File: config.mk
export PLATFORM = sky130hd
export DESIGN_NAME = cgsr_top
export DESIGN_NICKNAME = d
export VERILOG_FILES = /design/src/cgsr_pkg.sv /design/src/cgsr_sync.sv /design/src/cgsr_regfile.sv /design/src/cgsr_top.sv
export VERILOG_INCLUDE_DIRS = /design/src /design/src/src
export SDC_FILE = /design/constraint.sdc
export NUM_CORES = 1
export LEC_CHECK = 0
export BUFFER_PORTS_ARGS = -buffer_cell sky130_fd_sc_hd__buf_2
export CORE_UTILIZATION = 40
export DETAILED_ROUTE_END_ITERATION = 16
export GPL_TIMING_DRIVEN = 0
export HOLD_SLACK_MARGIN = 0.03
export PLACE_DENSITY = 0.58
export RECOVER_POWER = 50
export SLEW_MARGIN = 15
export SYNTH_ARGS = -nofsm -noshare
export SYNTH_HDL_FRONTEND = slang
export SYNTH_SLANG_ARGS = --single-unit
File: constraint.sdc
create_clock -name clk_sys_in -period 1.6 [get_ports clk_sys_in]
set_input_delay 0.08 -clock clk_sys_in [delete_from_list [all_inputs] [get_ports clk_sys_in]]
set_output_delay 0.08 -clock clk_sys_in [all_outputs]
set_load 0.05 [all_outputs]
File: src/cgsr_defs.svh
// Offsets, field positions, reset values and counts of the serial slave
`ifndef CGSR_DEFS_SVH
`define CGSR_DEFS_SVH

`define CGSR_SLAVE_ADDR      7'h69
`define CGSR_CMD_BYTE_BIT    7
`define CGSR_OFS_DIFF_EN     7'h00
`define CGSR_OFS_MISC_EN     7'h01
`define CGSR_OFS_BUS_EN      7'h02
`define CGSR_OFS_STOP_SEL    7'h03
`define CGSR_RST_DIFF_EN     8'hFF
`define CGSR_RST_MISC_EN     8'hF6
`define CGSR_RST_BUS_EN      8'hFF
`define CGSR_RST_STOP_SEL    8'h00
`define CGSR_BLOCK_COUNT     8'h04
`define CGSR_R1_FREE0_BIT    7
`define CGSR_R1_DOT_BIT      6
`define CGSR_R1_CLK48_BIT    5
`define CGSR_R1_REF_BIT      4
`define CGSR_R1_SPREAD_BIT   0
`define CGSR_BITS_PER_BYTE   4'h8
`define CGSR_LAST_TX_BIT     4'h7

`endif

File: src/cgsr_pkg.sv
// Types shared by the serial slave and its register file
package cgsr_pkg;

    typedef enum logic [2:0] {
        ST_IDLE      = 3'b000,
        ST_ADDR      = 3'b001,
        ST_RX        = 3'b010,
        ST_RX_ACK    = 3'b011,
        ST_TX        = 3'b100,
        ST_TX_ACK    = 3'b101,
        ST_WAIT_STOP = 3'b110
    } cgsr_state_t;

    typedef enum logic [1:0] {
        PH_CMD   = 2'b00,
        PH_COUNT = 2'b01,
        PH_DATA  = 2'b10
    } cgsr_phase_t;

    typedef struct packed {
        cgsr_state_t st;
        cgsr_phase_t ph;
        logic [3:0]  cnt;
        logic [7:0]  shf;
        logic [7:0]  tx;
        logic        rw;
        logic        byte_mode;
        logic [6:0]  ptr;
        logic        sda_oe;
        logic        sda_o;
        logic        scl_d;
        logic        sda_d;
        logic        wr;
        logic [6:0]  waddr;
        logic [7:0]  wdat;
        logic [7:1]  diff_en;
        logic        dot_en;
        logic        clk48_en;
        logic        ref_en;
        logic [2:0]  frb_en;
        logic [5:0]  bus_en;
        logic [1:0]  cpu_en;
        logic        spread;
    } cgsr_main_t;

    typedef struct packed {
        logic [3:0][7:0] regs;
        logic [7:0]      rd;
    } cgsr_rf_t;

endpackage

File: src/cgsr_sync.sv
// Two-flop synchroniser for pin inputs
`timescale 1ns/1ps
module cgsr_sync #(
    parameter int               WIDTH     = 4,
    parameter logic [WIDTH-1:0] RESET_VAL = '0
) (
    input  wire logic             clk_sys_in,
    input  wire logic             sys_rst_in,
    input  wire logic [WIDTH-1:0] async_in,
    output logic      [WIDTH-1:0] sync_out
);
    typedef struct packed {
        logic [WIDTH-1:0] meta;
        logic [WIDTH-1:0] stable;
    } cgsr_sync_t;

    cgsr_sync_t r_ff;
    cgsr_sync_t nxt_r;

    always_comb begin
        nxt_r.meta   = async_in;
        nxt_r.stable = r_ff.meta;
    end

    always_ff @(posedge clk_sys_in) begin
        if (sys_rst_in) begin
            r_ff <= {RESET_VAL, RESET_VAL};
        end else begin
            r_ff <= nxt_r;
        end
    end

    assign sync_out = r_ff.stable;
endmodule

File: src/cgsr_regfile.sv
// Four control bytes with registered read port
`timescale 1ns/1ps
`include "cgsr_defs.svh"
module cgsr_regfile #(
    parameter int NUM_REGS = 4
) (
    input  wire logic       clk_sys_in,
    input  wire logic       sys_rst_in,
    input  wire logic       wr_en_in,
    input  wire logic [6:0] wr_addr_in,
    input  wire logic [7:0] wr_data_in,
    input  wire logic [6:0] rd_addr_in,
    output logic      [7:0] rd_data_out,
    output logic      [7:0] ctl0_out,
    output logic      [7:0] ctl1_out,
    output logic      [7:0] ctl2_out,
    output logic      [7:0] ctl3_out
);
    import cgsr_pkg::*;

    cgsr_rf_t r_ff;
    cgsr_rf_t nxt_r;

    always_comb begin
        nxt_r = r_ff;
        // Offsets past the last byte read as zero and drop writes
        nxt_r.rd = 8'h00;
        for (int i = 0; i < NUM_REGS; i++) begin
            if (wr_en_in && wr_addr_in == 7'(i)) begin
                nxt_r.regs[i] = wr_data_in;
            end
            if (rd_addr_in == 7'(i)) begin
                nxt_r.rd = r_ff.regs[i];
            end
        end
    end

    always_ff @(posedge clk_sys_in) begin
        if (sys_rst_in) begin
            r_ff.regs <= {`CGSR_RST_STOP_SEL, `CGSR_RST_BUS_EN,
                          `CGSR_RST_MISC_EN, `CGSR_RST_DIFF_EN};
            r_ff.rd   <= 8'h00;
        end else begin
            r_ff <= nxt_r;
        end
    end

    assign rd_data_out = r_ff.rd;
    assign ctl0_out    = r_ff.regs[0];
    assign ctl1_out    = r_ff.regs[1];
    assign ctl2_out    = r_ff.regs[2];
    assign ctl3_out    = r_ff.regs[3];
endmodule

File: src/cgsr_top.sv
// Serial slave port and control bytes 0..3 of the clock generator
`timescale 1ns/1ps
`include "cgsr_defs.svh"
module cgsr_top (
    input  wire logic       clk_sys_in,
    input  wire logic       sys_rst_in,
    input  wire logic       scl_in,
    input  wire logic       sda_in,
    output logic            sda_out,
    output logic            sda_oe_out,
    input  wire logic       i2c_compat_en_in,
    input  wire logic       sw_stop_request_in,
    output logic      [7:1] diff_ref_pair_en_out,
    output logic            dot_clock_pair_en_out,
    output logic            clk48_out_0_en_out,
    output logic            reference_out_0_en_out,
    output logic      [2:0] free_run_bus_clk_en_out,
    output logic      [5:0] bus_clk_out_en_out,
    output logic      [1:0] cpu_pair_en_out,
    output logic            processor_pll_spread_out
);
    import cgsr_pkg::*;

    ////////////////////////////////////////////////////////////////////////
    logic [3:0] pins_s;
    logic       scl_s;
    logic       sda_s;
    logic       compat_s;
    logic       stop_s;
    logic [7:0] rd_data;
    logic [7:0] ctl0;
    logic [7:0] ctl1;
    logic [7:0] ctl2;
    logic [7:0] ctl3;

    cgsr_main_t r_ff;
    cgsr_main_t nxt_r;

    // Bus lines idle high, so they leave reset high to avoid a false start
    cgsr_sync #(
        .WIDTH     (4),
        .RESET_VAL (4'b0011)
    ) u_sync (
        .clk_sys_in (clk_sys_in),
        .sys_rst_in (sys_rst_in),
        .async_in   ({sw_stop_request_in, i2c_compat_en_in, sda_in, scl_in}),
        .sync_out   (pins_s)
    );

    assign scl_s    = pins_s[0];
    assign sda_s    = pins_s[1];
    assign compat_s = pins_s[2];
    assign stop_s   = pins_s[3];

    cgsr_regfile #(
        .NUM_REGS (4)
    ) u_regs (
        .clk_sys_in  (clk_sys_in),
        .sys_rst_in  (sys_rst_in),
        .wr_en_in    (r_ff.wr),
        .wr_addr_in  (r_ff.waddr),
        .wr_data_in  (r_ff.wdat),
        .rd_addr_in  (r_ff.ptr),
        .rd_data_out (rd_data),
        .ctl0_out    (ctl0),
        .ctl1_out    (ctl1),
        .ctl2_out    (ctl2),
        .ctl3_out    (ctl3)
    );

    ////////////////////////////////////////////////////////////////////////
    logic scl_rise;
    logic scl_fall;
    logic bus_start;
    logic bus_stop;

    assign scl_rise  = scl_s && !r_ff.scl_d;
    assign scl_fall  = !scl_s && r_ff.scl_d;
    assign bus_start = scl_s && r_ff.scl_d && r_ff.sda_d && !sda_s;
    assign bus_stop  = scl_s && r_ff.scl_d && !r_ff.sda_d && sda_s;

    always_comb begin
        nxt_r       = r_ff;
        nxt_r.scl_d = scl_s;
        nxt_r.sda_d = sda_s;
        nxt_r.wr    = 1'b0;
        nxt_r.sda_o = 1'b0;

        // Gating is applied in the system clock so a stop takes effect
        // on a whole cycle boundary and never chops a pulse
        nxt_r.diff_en  = ctl0[7:1] & ~(ctl3[7:1] & {7{stop_s}});
        nxt_r.dot_en   = ctl1[`CGSR_R1_DOT_BIT];
        nxt_r.clk48_en = ctl1[`CGSR_R1_CLK48_BIT];
        nxt_r.ref_en   = ctl1[`CGSR_R1_REF_BIT];
        nxt_r.frb_en   = {ctl2[1:0], ctl1[`CGSR_R1_FREE0_BIT]};
        nxt_r.bus_en   = ctl2[7:2];
        nxt_r.cpu_en   = ctl1[2:1];
        nxt_r.spread   = ctl1[`CGSR_R1_SPREAD_BIT];

        if (bus_start) begin
            nxt_r.st     = ST_ADDR;
            nxt_r.cnt    = 4'h0;
            nxt_r.sda_oe = 1'b0;
        end else if (bus_stop) begin
            nxt_r.st     = ST_IDLE;
            nxt_r.sda_oe = 1'b0;
        end else begin
            case (r_ff.st)
                ST_ADDR, ST_RX: begin
                    if (scl_rise && r_ff.cnt != `CGSR_BITS_PER_BYTE) begin
                        nxt_r.shf = {r_ff.shf[6:0], sda_s};
                        nxt_r.cnt = r_ff.cnt + 4'h1;
                    end
                    if (scl_fall && r_ff.cnt == `CGSR_BITS_PER_BYTE) begin
                        if (r_ff.st == ST_ADDR) begin
                            if (r_ff.shf[7:1] == `CGSR_SLAVE_ADDR) begin
                                nxt_r.sda_oe = 1'b1;
                                nxt_r.rw     = r_ff.shf[0];
                                nxt_r.ph     = PH_CMD;
                                nxt_r.st     = ST_RX_ACK;
                            end else begin
                                // Someone else's frame: stay silent
                                nxt_r.st = ST_IDLE;
                            end
                        end else begin
                            nxt_r.sda_oe = 1'b1;
                            nxt_r.st     = ST_RX_ACK;
                            case (r_ff.ph)
                                PH_CMD: begin
                                    nxt_r.byte_mode =
                                        r_ff.shf[`CGSR_CMD_BYTE_BIT];
                                    nxt_r.ptr = r_ff.shf[7] ?
                                        r_ff.shf[6:0] : 7'h00;
                                    nxt_r.ph = (!r_ff.shf[7] && !compat_s) ?
                                        PH_COUNT : PH_DATA;
                                end
                                PH_COUNT: begin
                                    // Count is taken for protocol only;
                                    // the stop ends the write
                                    nxt_r.ph = PH_DATA;
                                end
                                PH_DATA: begin
                                    nxt_r.wr    = 1'b1;
                                    nxt_r.waddr = r_ff.ptr;
                                    nxt_r.wdat  = r_ff.shf;
                                    nxt_r.ptr   = r_ff.ptr + 7'h01;
                                end
                                default: begin
                                    nxt_r.ph = PH_CMD;
                                end
                            endcase
                        end
                    end
                end
                ST_RX_ACK: begin
                    if (scl_fall) begin
                        nxt_r.cnt = 4'h0;
                        if (r_ff.rw) begin
                            nxt_r.st = ST_TX;
                            if (r_ff.byte_mode) begin
                                nxt_r.tx     = rd_data;
                                nxt_r.sda_oe = !rd_data[7];
                                nxt_r.ptr    = r_ff.ptr + 7'h01;
                            end else begin
                                nxt_r.tx     = `CGSR_BLOCK_COUNT;
                                nxt_r.sda_oe = ~|(`CGSR_BLOCK_COUNT & 8'h80);
                            end
                        end else begin
                            nxt_r.sda_oe = 1'b0;
                            nxt_r.st     = ST_RX;
                        end
                    end
                end
                ST_TX: begin
                    if (scl_fall) begin
                        if (r_ff.cnt == `CGSR_LAST_TX_BIT) begin
                            nxt_r.sda_oe = 1'b0;
                            nxt_r.st     = ST_TX_ACK;
                        end else begin
                            nxt_r.tx     = {r_ff.tx[6:0], 1'b0};
                            nxt_r.sda_oe = !r_ff.tx[6];
                            nxt_r.cnt    = r_ff.cnt + 4'h1;
                        end
                    end
                end
                ST_TX_ACK: begin
                    if (scl_rise && sda_s) begin
                        // Not acknowledged: the master is done
                        nxt_r.st = ST_WAIT_STOP;
                    end else if (scl_fall) begin
                        nxt_r.tx     = rd_data;
                        nxt_r.sda_oe = !rd_data[7];
                        nxt_r.ptr    = r_ff.ptr + 7'h01;
                        nxt_r.cnt    = 4'h0;
                        nxt_r.st     = ST_TX;
                    end
                end
                ST_IDLE, ST_WAIT_STOP: begin
                    nxt_r.sda_oe = 1'b0;
                end
                default: begin
                    nxt_r.st     = ST_IDLE;
                    nxt_r.sda_oe = 1'b0;
                end
            endcase
        end
    end

    always_ff @(posedge clk_sys_in) begin
        if (sys_rst_in) begin
            r_ff          <= '0;
            r_ff.st       <= ST_IDLE;
            r_ff.ph       <= PH_CMD;
            r_ff.scl_d    <= 1'b1;
            r_ff.sda_d    <= 1'b1;
            r_ff.diff_en  <= 7'(`CGSR_RST_DIFF_EN >> 1);
            r_ff.dot_en   <= 1'b1;
            r_ff.clk48_en <= 1'b1;
            r_ff.ref_en   <= 1'b1;
            r_ff.frb_en   <= 3'h7;
            r_ff.bus_en   <= 6'h3F;
            r_ff.cpu_en   <= 2'h3;
            r_ff.spread   <= 1'b0;
        end else begin
            r_ff <= nxt_r;
        end
    end

    assign sda_out                  = r_ff.sda_o;
    assign sda_oe_out               = r_ff.sda_oe;
    assign diff_ref_pair_en_out     = r_ff.diff_en;
    assign dot_clock_pair_en_out    = r_ff.dot_en;
    assign clk48_out_0_en_out       = r_ff.clk48_en;
    assign reference_out_0_en_out   = r_ff.ref_en;
    assign free_run_bus_clk_en_out  = r_ff.frb_en;
    assign bus_clk_out_en_out       = r_ff.bus_en;
    assign cpu_pair_en_out          = r_ff.cpu_en;
    assign processor_pll_spread_out = r_ff.spread;
endmodule

==> results of run 1 <==
## repair_timing
item                       in CTS  in global routing
setup endpoints to repair      89                 89
pin swaps                      28                 22
gates resized for setup       124                 71
buffers inserted               23                 13
hold endpoints to repair        4                  0
hold buffers                    4                  0
## synth_stat cells, types with 3 or more instances
cell	instances
dfxtp_1	122
nand2_1	71
nor2_1	62
mux2i_1	60
o21ai_0	41
a21oi_1	26
buf_4	23
or2_2	23
clkbuf_1	20
nor2b_1	18
inv_1	13
a211oi_1	12
a22oi_1	7
buf_2	7
ha_1	6
nand4_1	6
and3_1	5
nand3b_1	5
nor3_1	5
nand2b_1	4
nand3_1	4
a31oi_1	3
o211ai_1	3
or3_1	3
## critical path, delay by kind of cell (launching register included)
family                   cells  cell delay [ps]
buffers and inverters        3              310
flip-flops                   1              330
adder cells (fa/ha/maj)      1              130
AND/OR/NAND/NOR              2              510
AO/OA/AOI/OAI                2              340
## flip-flops by register name, summed over array words and instances, names as in the netlist, 2 cells and up
name and count:
r_ff 51, u_regs.ctl0_out 8, u_regs.ctl1_out 8, u_regs.ctl2_out 8
u_regs.ctl3_out 8, u_regs.rd_data_out 8, diff_ref_pair_en_out 7, bus_clk_out_en_out 6
u_sync.nxt_r 4, u_sync.sync_out 4, free_run_bus_clk_en_out 3, cpu_pair_en_out 2
## stage by stage
step | setup TNS, ps | utilization [%] | setup WS, ps | std cells | total power (W)
after CTS | -4590 | 52.7 | -131 | 856 | 0.00705
after floorplan | -1260 | - | -100 | 600 | 0.00323
after global routing | -13700 | 55.5 | -269 | 869 | 0.00721
after detailed placement | -22280 | 43.8 | -432 | 803 | 0.00328
after global placement | -21030 | 43.8 | -384 | 803 | 0.00328
final | -7740 | 55.5 | -179 | 869 | 0.00702
## per-layer routing
layer	share of wire [%]	vias up	global-route usage, %
met5	0	-	0
met4	2.1	0	8.65
met3	5.4	33	5.84
met2	47	150	34.0
met1	46	2215	28.9
li1	-	2233	-
## cell type report
cell class / count / area (µm²)
inverter: 13 / 48.8
buffer: 48 / 365
clock buffer: 23 / 488
multi-input combinational: 414 / 3150
tap: 176 / 220
fill: 1197 / 5900
sequential: 122 / 2470
clock inverter: 6 / 90.1
timing repair buffer: 67 / 510
## worst max-delay path by stage
stage          slack [ps]                              end
2_1_floorplan        -100  u_regs.ctl0_out[2]$_SDFFE_PP1P_
3_3_place_gp         -380            r_ff[30]$_SDFFE_PP0P_
3_5_place_dp         -430            r_ff[34]$_SDFFE_PP0P_
4_1_cts              -130  u_regs.ctl2_out[5]$_SDFFE_PP1P_
5_1_grt              -270            r_ff[46]$_SDFFE_PP0P_
6_report             -180            r_ff[72]$_SDFFE_PP0P_
## power by group through the flow
| stage | Combinational [W] | Sequential (W) | Clock, W |
|---|---|---|---|
| after CTS | 0.000155 | 0.00308 | 0.00382 |
| after global routing | 0.000181 | 0.00308 | 0.00395 |
| final | 0.000168 | 0.00308 | 0.00377 |
| after floorplan | 0.0000943 | 0.00314 | 0 |
| after detailed placement | 0.000138 | 0.00314 | 0 |
| after global placement | 0.000138 | 0.00314 | 0 |
## kinds of logic after synthesis
group                    synth area share, %
AND/OR/NAND/NOR                         21.6
flip-flops                              45.1
AO/OA/AOI/OAI                           13.6
buffers and inverters                   6.20
multiplexers                            11.3
adder cells (fa/ha/maj)                 1.39
XOR/XNOR                               0.648
other                                 0.0693
==> summary.md, run 1 <==
| Metric | Value |
|---|---|
| CTS clock-pin slew for the worst setup and hold paths | 50 ps |
| Syn. warnings | 0 |
| Yosys reg bits | between 100 and 150 |
| Synthesized cell area | around 5400 µm² |
| Ant diodes | 0 |
| Most frequent cells in the layout | dfxtp_1, nand2_1, mux2i_1, nor2_1, buf_4 |
| Headroom to the max-slew limit | 49.0% |
| Detailed Route Iter0 Violations | 315 |
| Minimum clock period | 1780 ps |
| Synth area leader | dfxtp_1 |
| Initial antenna violation count | 0 |
| EDFF count, synth | 0 |
| R2R Path Start | r_ff[68]$_SDFFE_PP0P_ |
| Hold path cells | 3 |
| Layout cells sized above 1 | 37.8% |
| CTS Root Cell | clkbuf_16 |
| Chip height | 118 µm |
| 1st-pass router iterations | 8 |
| Nets | 695 |
| CP max-delay cell | dfxtp_2 |
| Post-synth top area share | 45.1% |
| DP HPWL | 9630 µm |
| Hold endpoint | r_ff[68]$_SDFFE_PP0P_ |
| Overflow after GRT | 0 |
| Final Slew Violations | 0 |
| Sink Count | 122 |
| I/O Pins | 30 |
| Worst Setup End Kind | flop |
| Starting Density | between 40 and 50% |
| Crit Path Max Fanout | 5 |
| Hold Violations, Final | 0 |
| Fin crit share | 111% |
| Measured slew at the worst slew-check pin | 765 ps |
| Post-synthesis sequential area ratio | between 40% and 50% |
| Reg power frac | between 40 and 50% |
| Async S/R FF share, synth | 0% |
| Crit. Startpoint | r_ff[68]$_SDFFE_PP0P_ |
| GPL Wtd Cong | 0.865 |
| Die Span X | between 100 and 150 µm |
| First-pass GRT wire length | roughly 23,000 µm |
| Worst skew pair latency | between 400 and 500 ps |
| DR vias/cell | between 5 and 6 |
| R2R depth | 8 |
| Netlist cell types | 64 |
| Worst VDD drop | 0.000817 V |
| Crit path required time | 1870 ps |
| Worst R2R End | r_ff[72]$_SDFFE_PP0P_ |
| Drt total wl | approximately 15,000 µm |
| Startpoint types | flop |
| Post-synth top flop | dfxtp_1 |
| Mapped Avg Cell Area | 9.02 µm² |
| Vias | between 4k and 5k |
| Share of power burned in combinational logic | under 10% |
| Total global-route track usage | 21.9% |
| Pwr/cell area | 955 nW/µm² |
| Crit path arrival time | 2050 ps |
| Max Freq | 0.562 GHz |
| Int Pwr | 0.00554 W |
| Crit-path max cell delay | 330 ps |
| Status | finished with violations |
| Dpl cell area | 5800 µm² |
| Htree depth | 4 |
| Clock share of power | around 54% |
| Commonest non-fill, non-tap cell in the layout | dfxtp_1 |
| Failing checks | setup timing |
| Inserted Clock Buffers | 17 |
| Critical Path, Cell by Cell | inv_2 -> ha_4 -> and3b_2 -> nand4_1 -> a21oi_4 -> buf_4 -> buf_6 -> a211oi_2 |
| Sw Ratio | 21.1% |
| Leakage dissipation | 3.03 nW |
| WL/cell | 17.3 µm |
| CTS tree | built |
| Psw | 0.00148 W |
| Synthesized instance count | 600 |
| Port Buffers | 27 |
| Final setup margin | -179 ps |
| Post-route DRC | 0 |
| RSZ-0062 raised after global routing | true |
| Full die area | 14,000 µm² |
| Clk buf depth | 2 |
| Final Skew | 7.21 ps |
| Fin area | 7350 µm² |
| Syn Nets | 612 |
| Largest net degree at the start of global routing | 17 |
| Final setup fails | 84 |
| Final antenna-violating net count | 0 |
| Synth top area cells | dfxtp_1, mux2i_1, nand2_1 |
| Area growth from synthesis to layout | 35.7% |
| Core Rows | 42 |
| Vias in the first global route | between 4k and 5k |
| HP Class | in -> reg |
| R2r setup slk | -180 ps |
| Crit path kind | reg -> reg |
| Worst Min Path Start | sys_rst_in |
| Worst hold margin | between 200 and 250 ps |
| Core ar. | 13,200 µm² |
| # Max-Cap Violations | 0 |
No activity file was read; power rests on OpenSTA's default activity.
==> run 2, diff against run 1 <==
SETUP_SLACK_MARGIN = 0.2   (was unset)
==> run 2 against run 1 <==
Effect of this change:
- the flow still finishes with violations (setup timing)
- register-to-register slack improved by 40 ps
- fmax rose by 2.5%
- clock skew fell by 0.53 ps
- global-route usage barely moved
- flip-flop and latch count did not move
- critical path depth did not move
- clock power rose by 2%
- first-iteration DRC count rose by 1.9%
- via count fell by 0.89%
- count of clock-buffer cells in the layout fell by 1
- cell area barely moved
- hold slack improved by 2.2 ps
- critical path type unchanged
- critical endpoint is now r_ff[74]$_SDFFE_PP0P_
- largest cell class unchanged
- largest power group unchanged
==> summary.md, run 2 (synthesized netlist as in run 1, its figures left out) <==
| Metric | Value |
|---|---|
| Final setup fails | 83 (-1.2%) |
| First-pass GRT wire length | 23,500 µm (+0.47%) |
| Final antenna-violating net count | 0 (unchanged) |
| # fillers | 1,205 (+0.67%) |
| Most frequent cells in the layout | dfxtp_1, nand2_1, mux2i_1, nor2_1, buf_4 |
| Hold Violations, Final | 0 (unchanged) |
| I/O Pins | 30 (unchanged) |
| Headroom to the max-slew limit | 49.6% (+0.56 points) |
| Final Slew Violations | 0 (unchanged) |
| Die Span X | 118 µm (unchanged) |
| M3 GR Usage | 4.97% (-0.87 points) |
| Layout cells sized above 1 | 36.7% (-1.1 points) |
| Core Rows | 42 (unchanged) |
| CTS clock-pin slew for the worst setup and hold paths | 50 ps (about the same) |
| HP Class | in -> reg |
| Inserted Clock Buffers | 17 (unchanged) |
| Critical Path Stages | 8 (unchanged) |
| Chip height | 118 µm (unchanged) |
| Largest net degree at the start of global routing | 17 (unchanged) |
| Vias in the first global route | 4,381 (+1.5%) |
| Crit path required time | 1880 ps (about the same) |
| Total chip power | 0.00707 W (+0.69%) |
| Measured slew at the worst slew-check pin | 756 ps (-8.40 ps) |
| Leakage dissipation | 3.08 nW (+1.7%) |
| Hold path cells | 3 (unchanged) |
| Crit-path max cell delay | 340 ps (about the same) |
| Final setup margin | -136 ps (+42.9 ps) |
| CP max-delay cell | dfxtp_2 |
| Place WS | -376 ps (+56.1 ps) |
| Commonest non-fill, non-tap cell in the layout | dfxtp_1 |
| Startpoint types | flop |
| Largest register FFs | 51 (unchanged) |
| Buf/Inv on CP | 2 (-1) |
| Vias | 4,590 (-0.89%) |
| Final Skew | 6.68 ps (-0.528 ps) |
| Worst skew pair latency | 420 ps (about the same) |
| Crit path kind | reg -> reg |
| Area growth from synthesis to layout | 35.8% (about the same) |
| R2R depth | 8 (unchanged) |
| DP HPWL | 9780 µm (+1.6%) |
| Layer with the highest usage | met2 |
| Status | finished with violations |
| 1st-pass router iterations | 7 (-1) |
| Failing checks | setup timing |
| Core ar. | 13,200 µm² (unchanged) |
| Total global-route track usage | 21.9% (about the same) |
| M2 GR Usage | 34.4% (+0.40 points) |
| Sink Count | 122 (unchanged) |
| Clk buf depth | 2 (unchanged) |
| Htree depth | 4 (unchanged) |
| Starting Density | 40.9% (unchanged) |
| Cell family with most CP delay | compound AO/OA/AOI/OAI gates |
| Ant diodes | 0 (unchanged) |
| Fin crit share | 109% (-2.7 points) |
| GPL Wtd Cong | 0.889 (+2.8%) |
| CTS Root Cell | clkbuf_16 |
| Cell mode on critical path | buf_4 |
| Layout Cells excl Fill | 881 (+1.4%) |
| RSZ-0062 raised after global routing | true |
| Detailed Route Iter0 Violations | 321 (+1.9%) |
| Crit path arrival time | 2020 ps (-30 ps) |
| Initial antenna violation count | 0 (unchanged) |
| GR Layer Usage met1 | 28.9% (+0.060 points) |
| Port Buffers | 27 (unchanged) |
| Pwr/cell area | 961 nW/µm² (+0.62%) |
| Worst VDD drop | 0.000795 V (-2.6%) |
| Max Freq | 0.576 GHz (+2.5%) |
| Critical Path, Cell by Cell | buf_4 -> ha_4 -> nand3b_1 -> buf_4 -> o21a_1 -> o21ai_2 -> and3_4 -> a211oi_2 |
| Nets | 704 (+1.3%) |
| Full die area | 14,000 µm² (unchanged) |
| # Max-Cap Violations | 0 (unchanged) |
| Crit Path Max Fanout | 3 (-2) |
| Worst Setup End Kind | flop |
| WL/cell | 17.0 µm (-2.1%) |
| Drt total wl | 14,900 µm (-0.80%) |
| CTS tree | built |
| DR vias/cell | 5.21 (-2.2%) |
| Post-route DRC | 0 (unchanged) |
| Placed cell count | 803 (unchanged) |
| Minimum clock period | 1740 ps (-42.9 ps) |
| Register bank with the most flops | r_ff |
| Overflow after GRT | 0 (unchanged) |
==> run 2: cell count changes in the layout (fill, tap and decap cells not counted), moves of 4 or more <==
| cell | delta |
|---|---|
| o21ai_1 | +6 |
| a22oi_1 | +5 |
| a22oi_2 | -5 |
| buf_4 | +4 |
| o21ai_0 | -4 |
==> run 2: worst paths after layout <==
check / from / to / slack (ps)
setup reg to reg: r_ff[67]$_SDFFE_PP0P_ / r_ff[74]$_SDFFE_PP0P_ / -140
setup / recovery: r_ff[67]$_SDFFE_PP0P_ / r_ff[74]$_SDFFE_PP0P_ / -140
hold / removal: sys_rst_in / r_ff[68]$_SDFFE_PP0P_ / 240
hold reg to reg: u_sync.nxt_r[0]$_SDFF_PP1_ / u_sync.sync_out[0]$_SDFF_PP1_ / 410
==> run 2: what timing repair did <==
action                     in CTS  in global routing
cloned                          2                  0
setup buffers                  30                 10
resized for setup              70                 81
setup endpoints to repair      89                 90
hold endpoints to repair        4                  0
pin swaps                      25                 21
hold buffers                    4                  0
==> run 2: cell type report <==
| class | count | area, µm² | area share, % |
|---|---|---|---|
| multi-input combinational | 414 | 3080 | 41.9 |
| sequential | 122 | 2470 | 33.7 |
| clock buffer | 22 | 474 | 6.45 |
| tap | 176 | 220 | 3.00 |
| clock inverter | 10 | 118 | 1.60 |
| timing repair buffer | 73 | 569 | 7.74 |
| buffer | 51 | 369 | 5.02 |
| inverter | 13 | 48.8 | 0.664 |
==> run 2: per-stage QoR <==
step                hold WS (ps)  setup TNS [ps]  util [%]  area [µm²]
floorplan                    184           -1280         -        5540
global placement             263          -17220      44.5        5890
detailed placement           266          -18250      44.5        5890
CTS                          213           -4910      53.0        7020
global route                 296          -12150      55.5        7350
finish                       237           -6440      55.5        7350
==> run 2: worst min-delay path: cells and delay by family <==
kind | cells | cell delay [ps]
AO/OA/AOI/OAI | 2 | 310
buffers and inverters | 1 | 230
==> run 2: power by group <==
group | switching, W | internal, W
combinational | 0.000112 | 0.0000552
sequential | 0.0000179 | 0.00305
clock | 0.00142 | 0.00241
==> run 2: per-layer routing <==
layer	up-vias	part of all wire, %	routed length (µm)
li1	2247	-	-
met1	2207	47	7050
met2	110	47	7030
met3	26	3.8	562
met4	0	2.0	302
met5	-	0	0
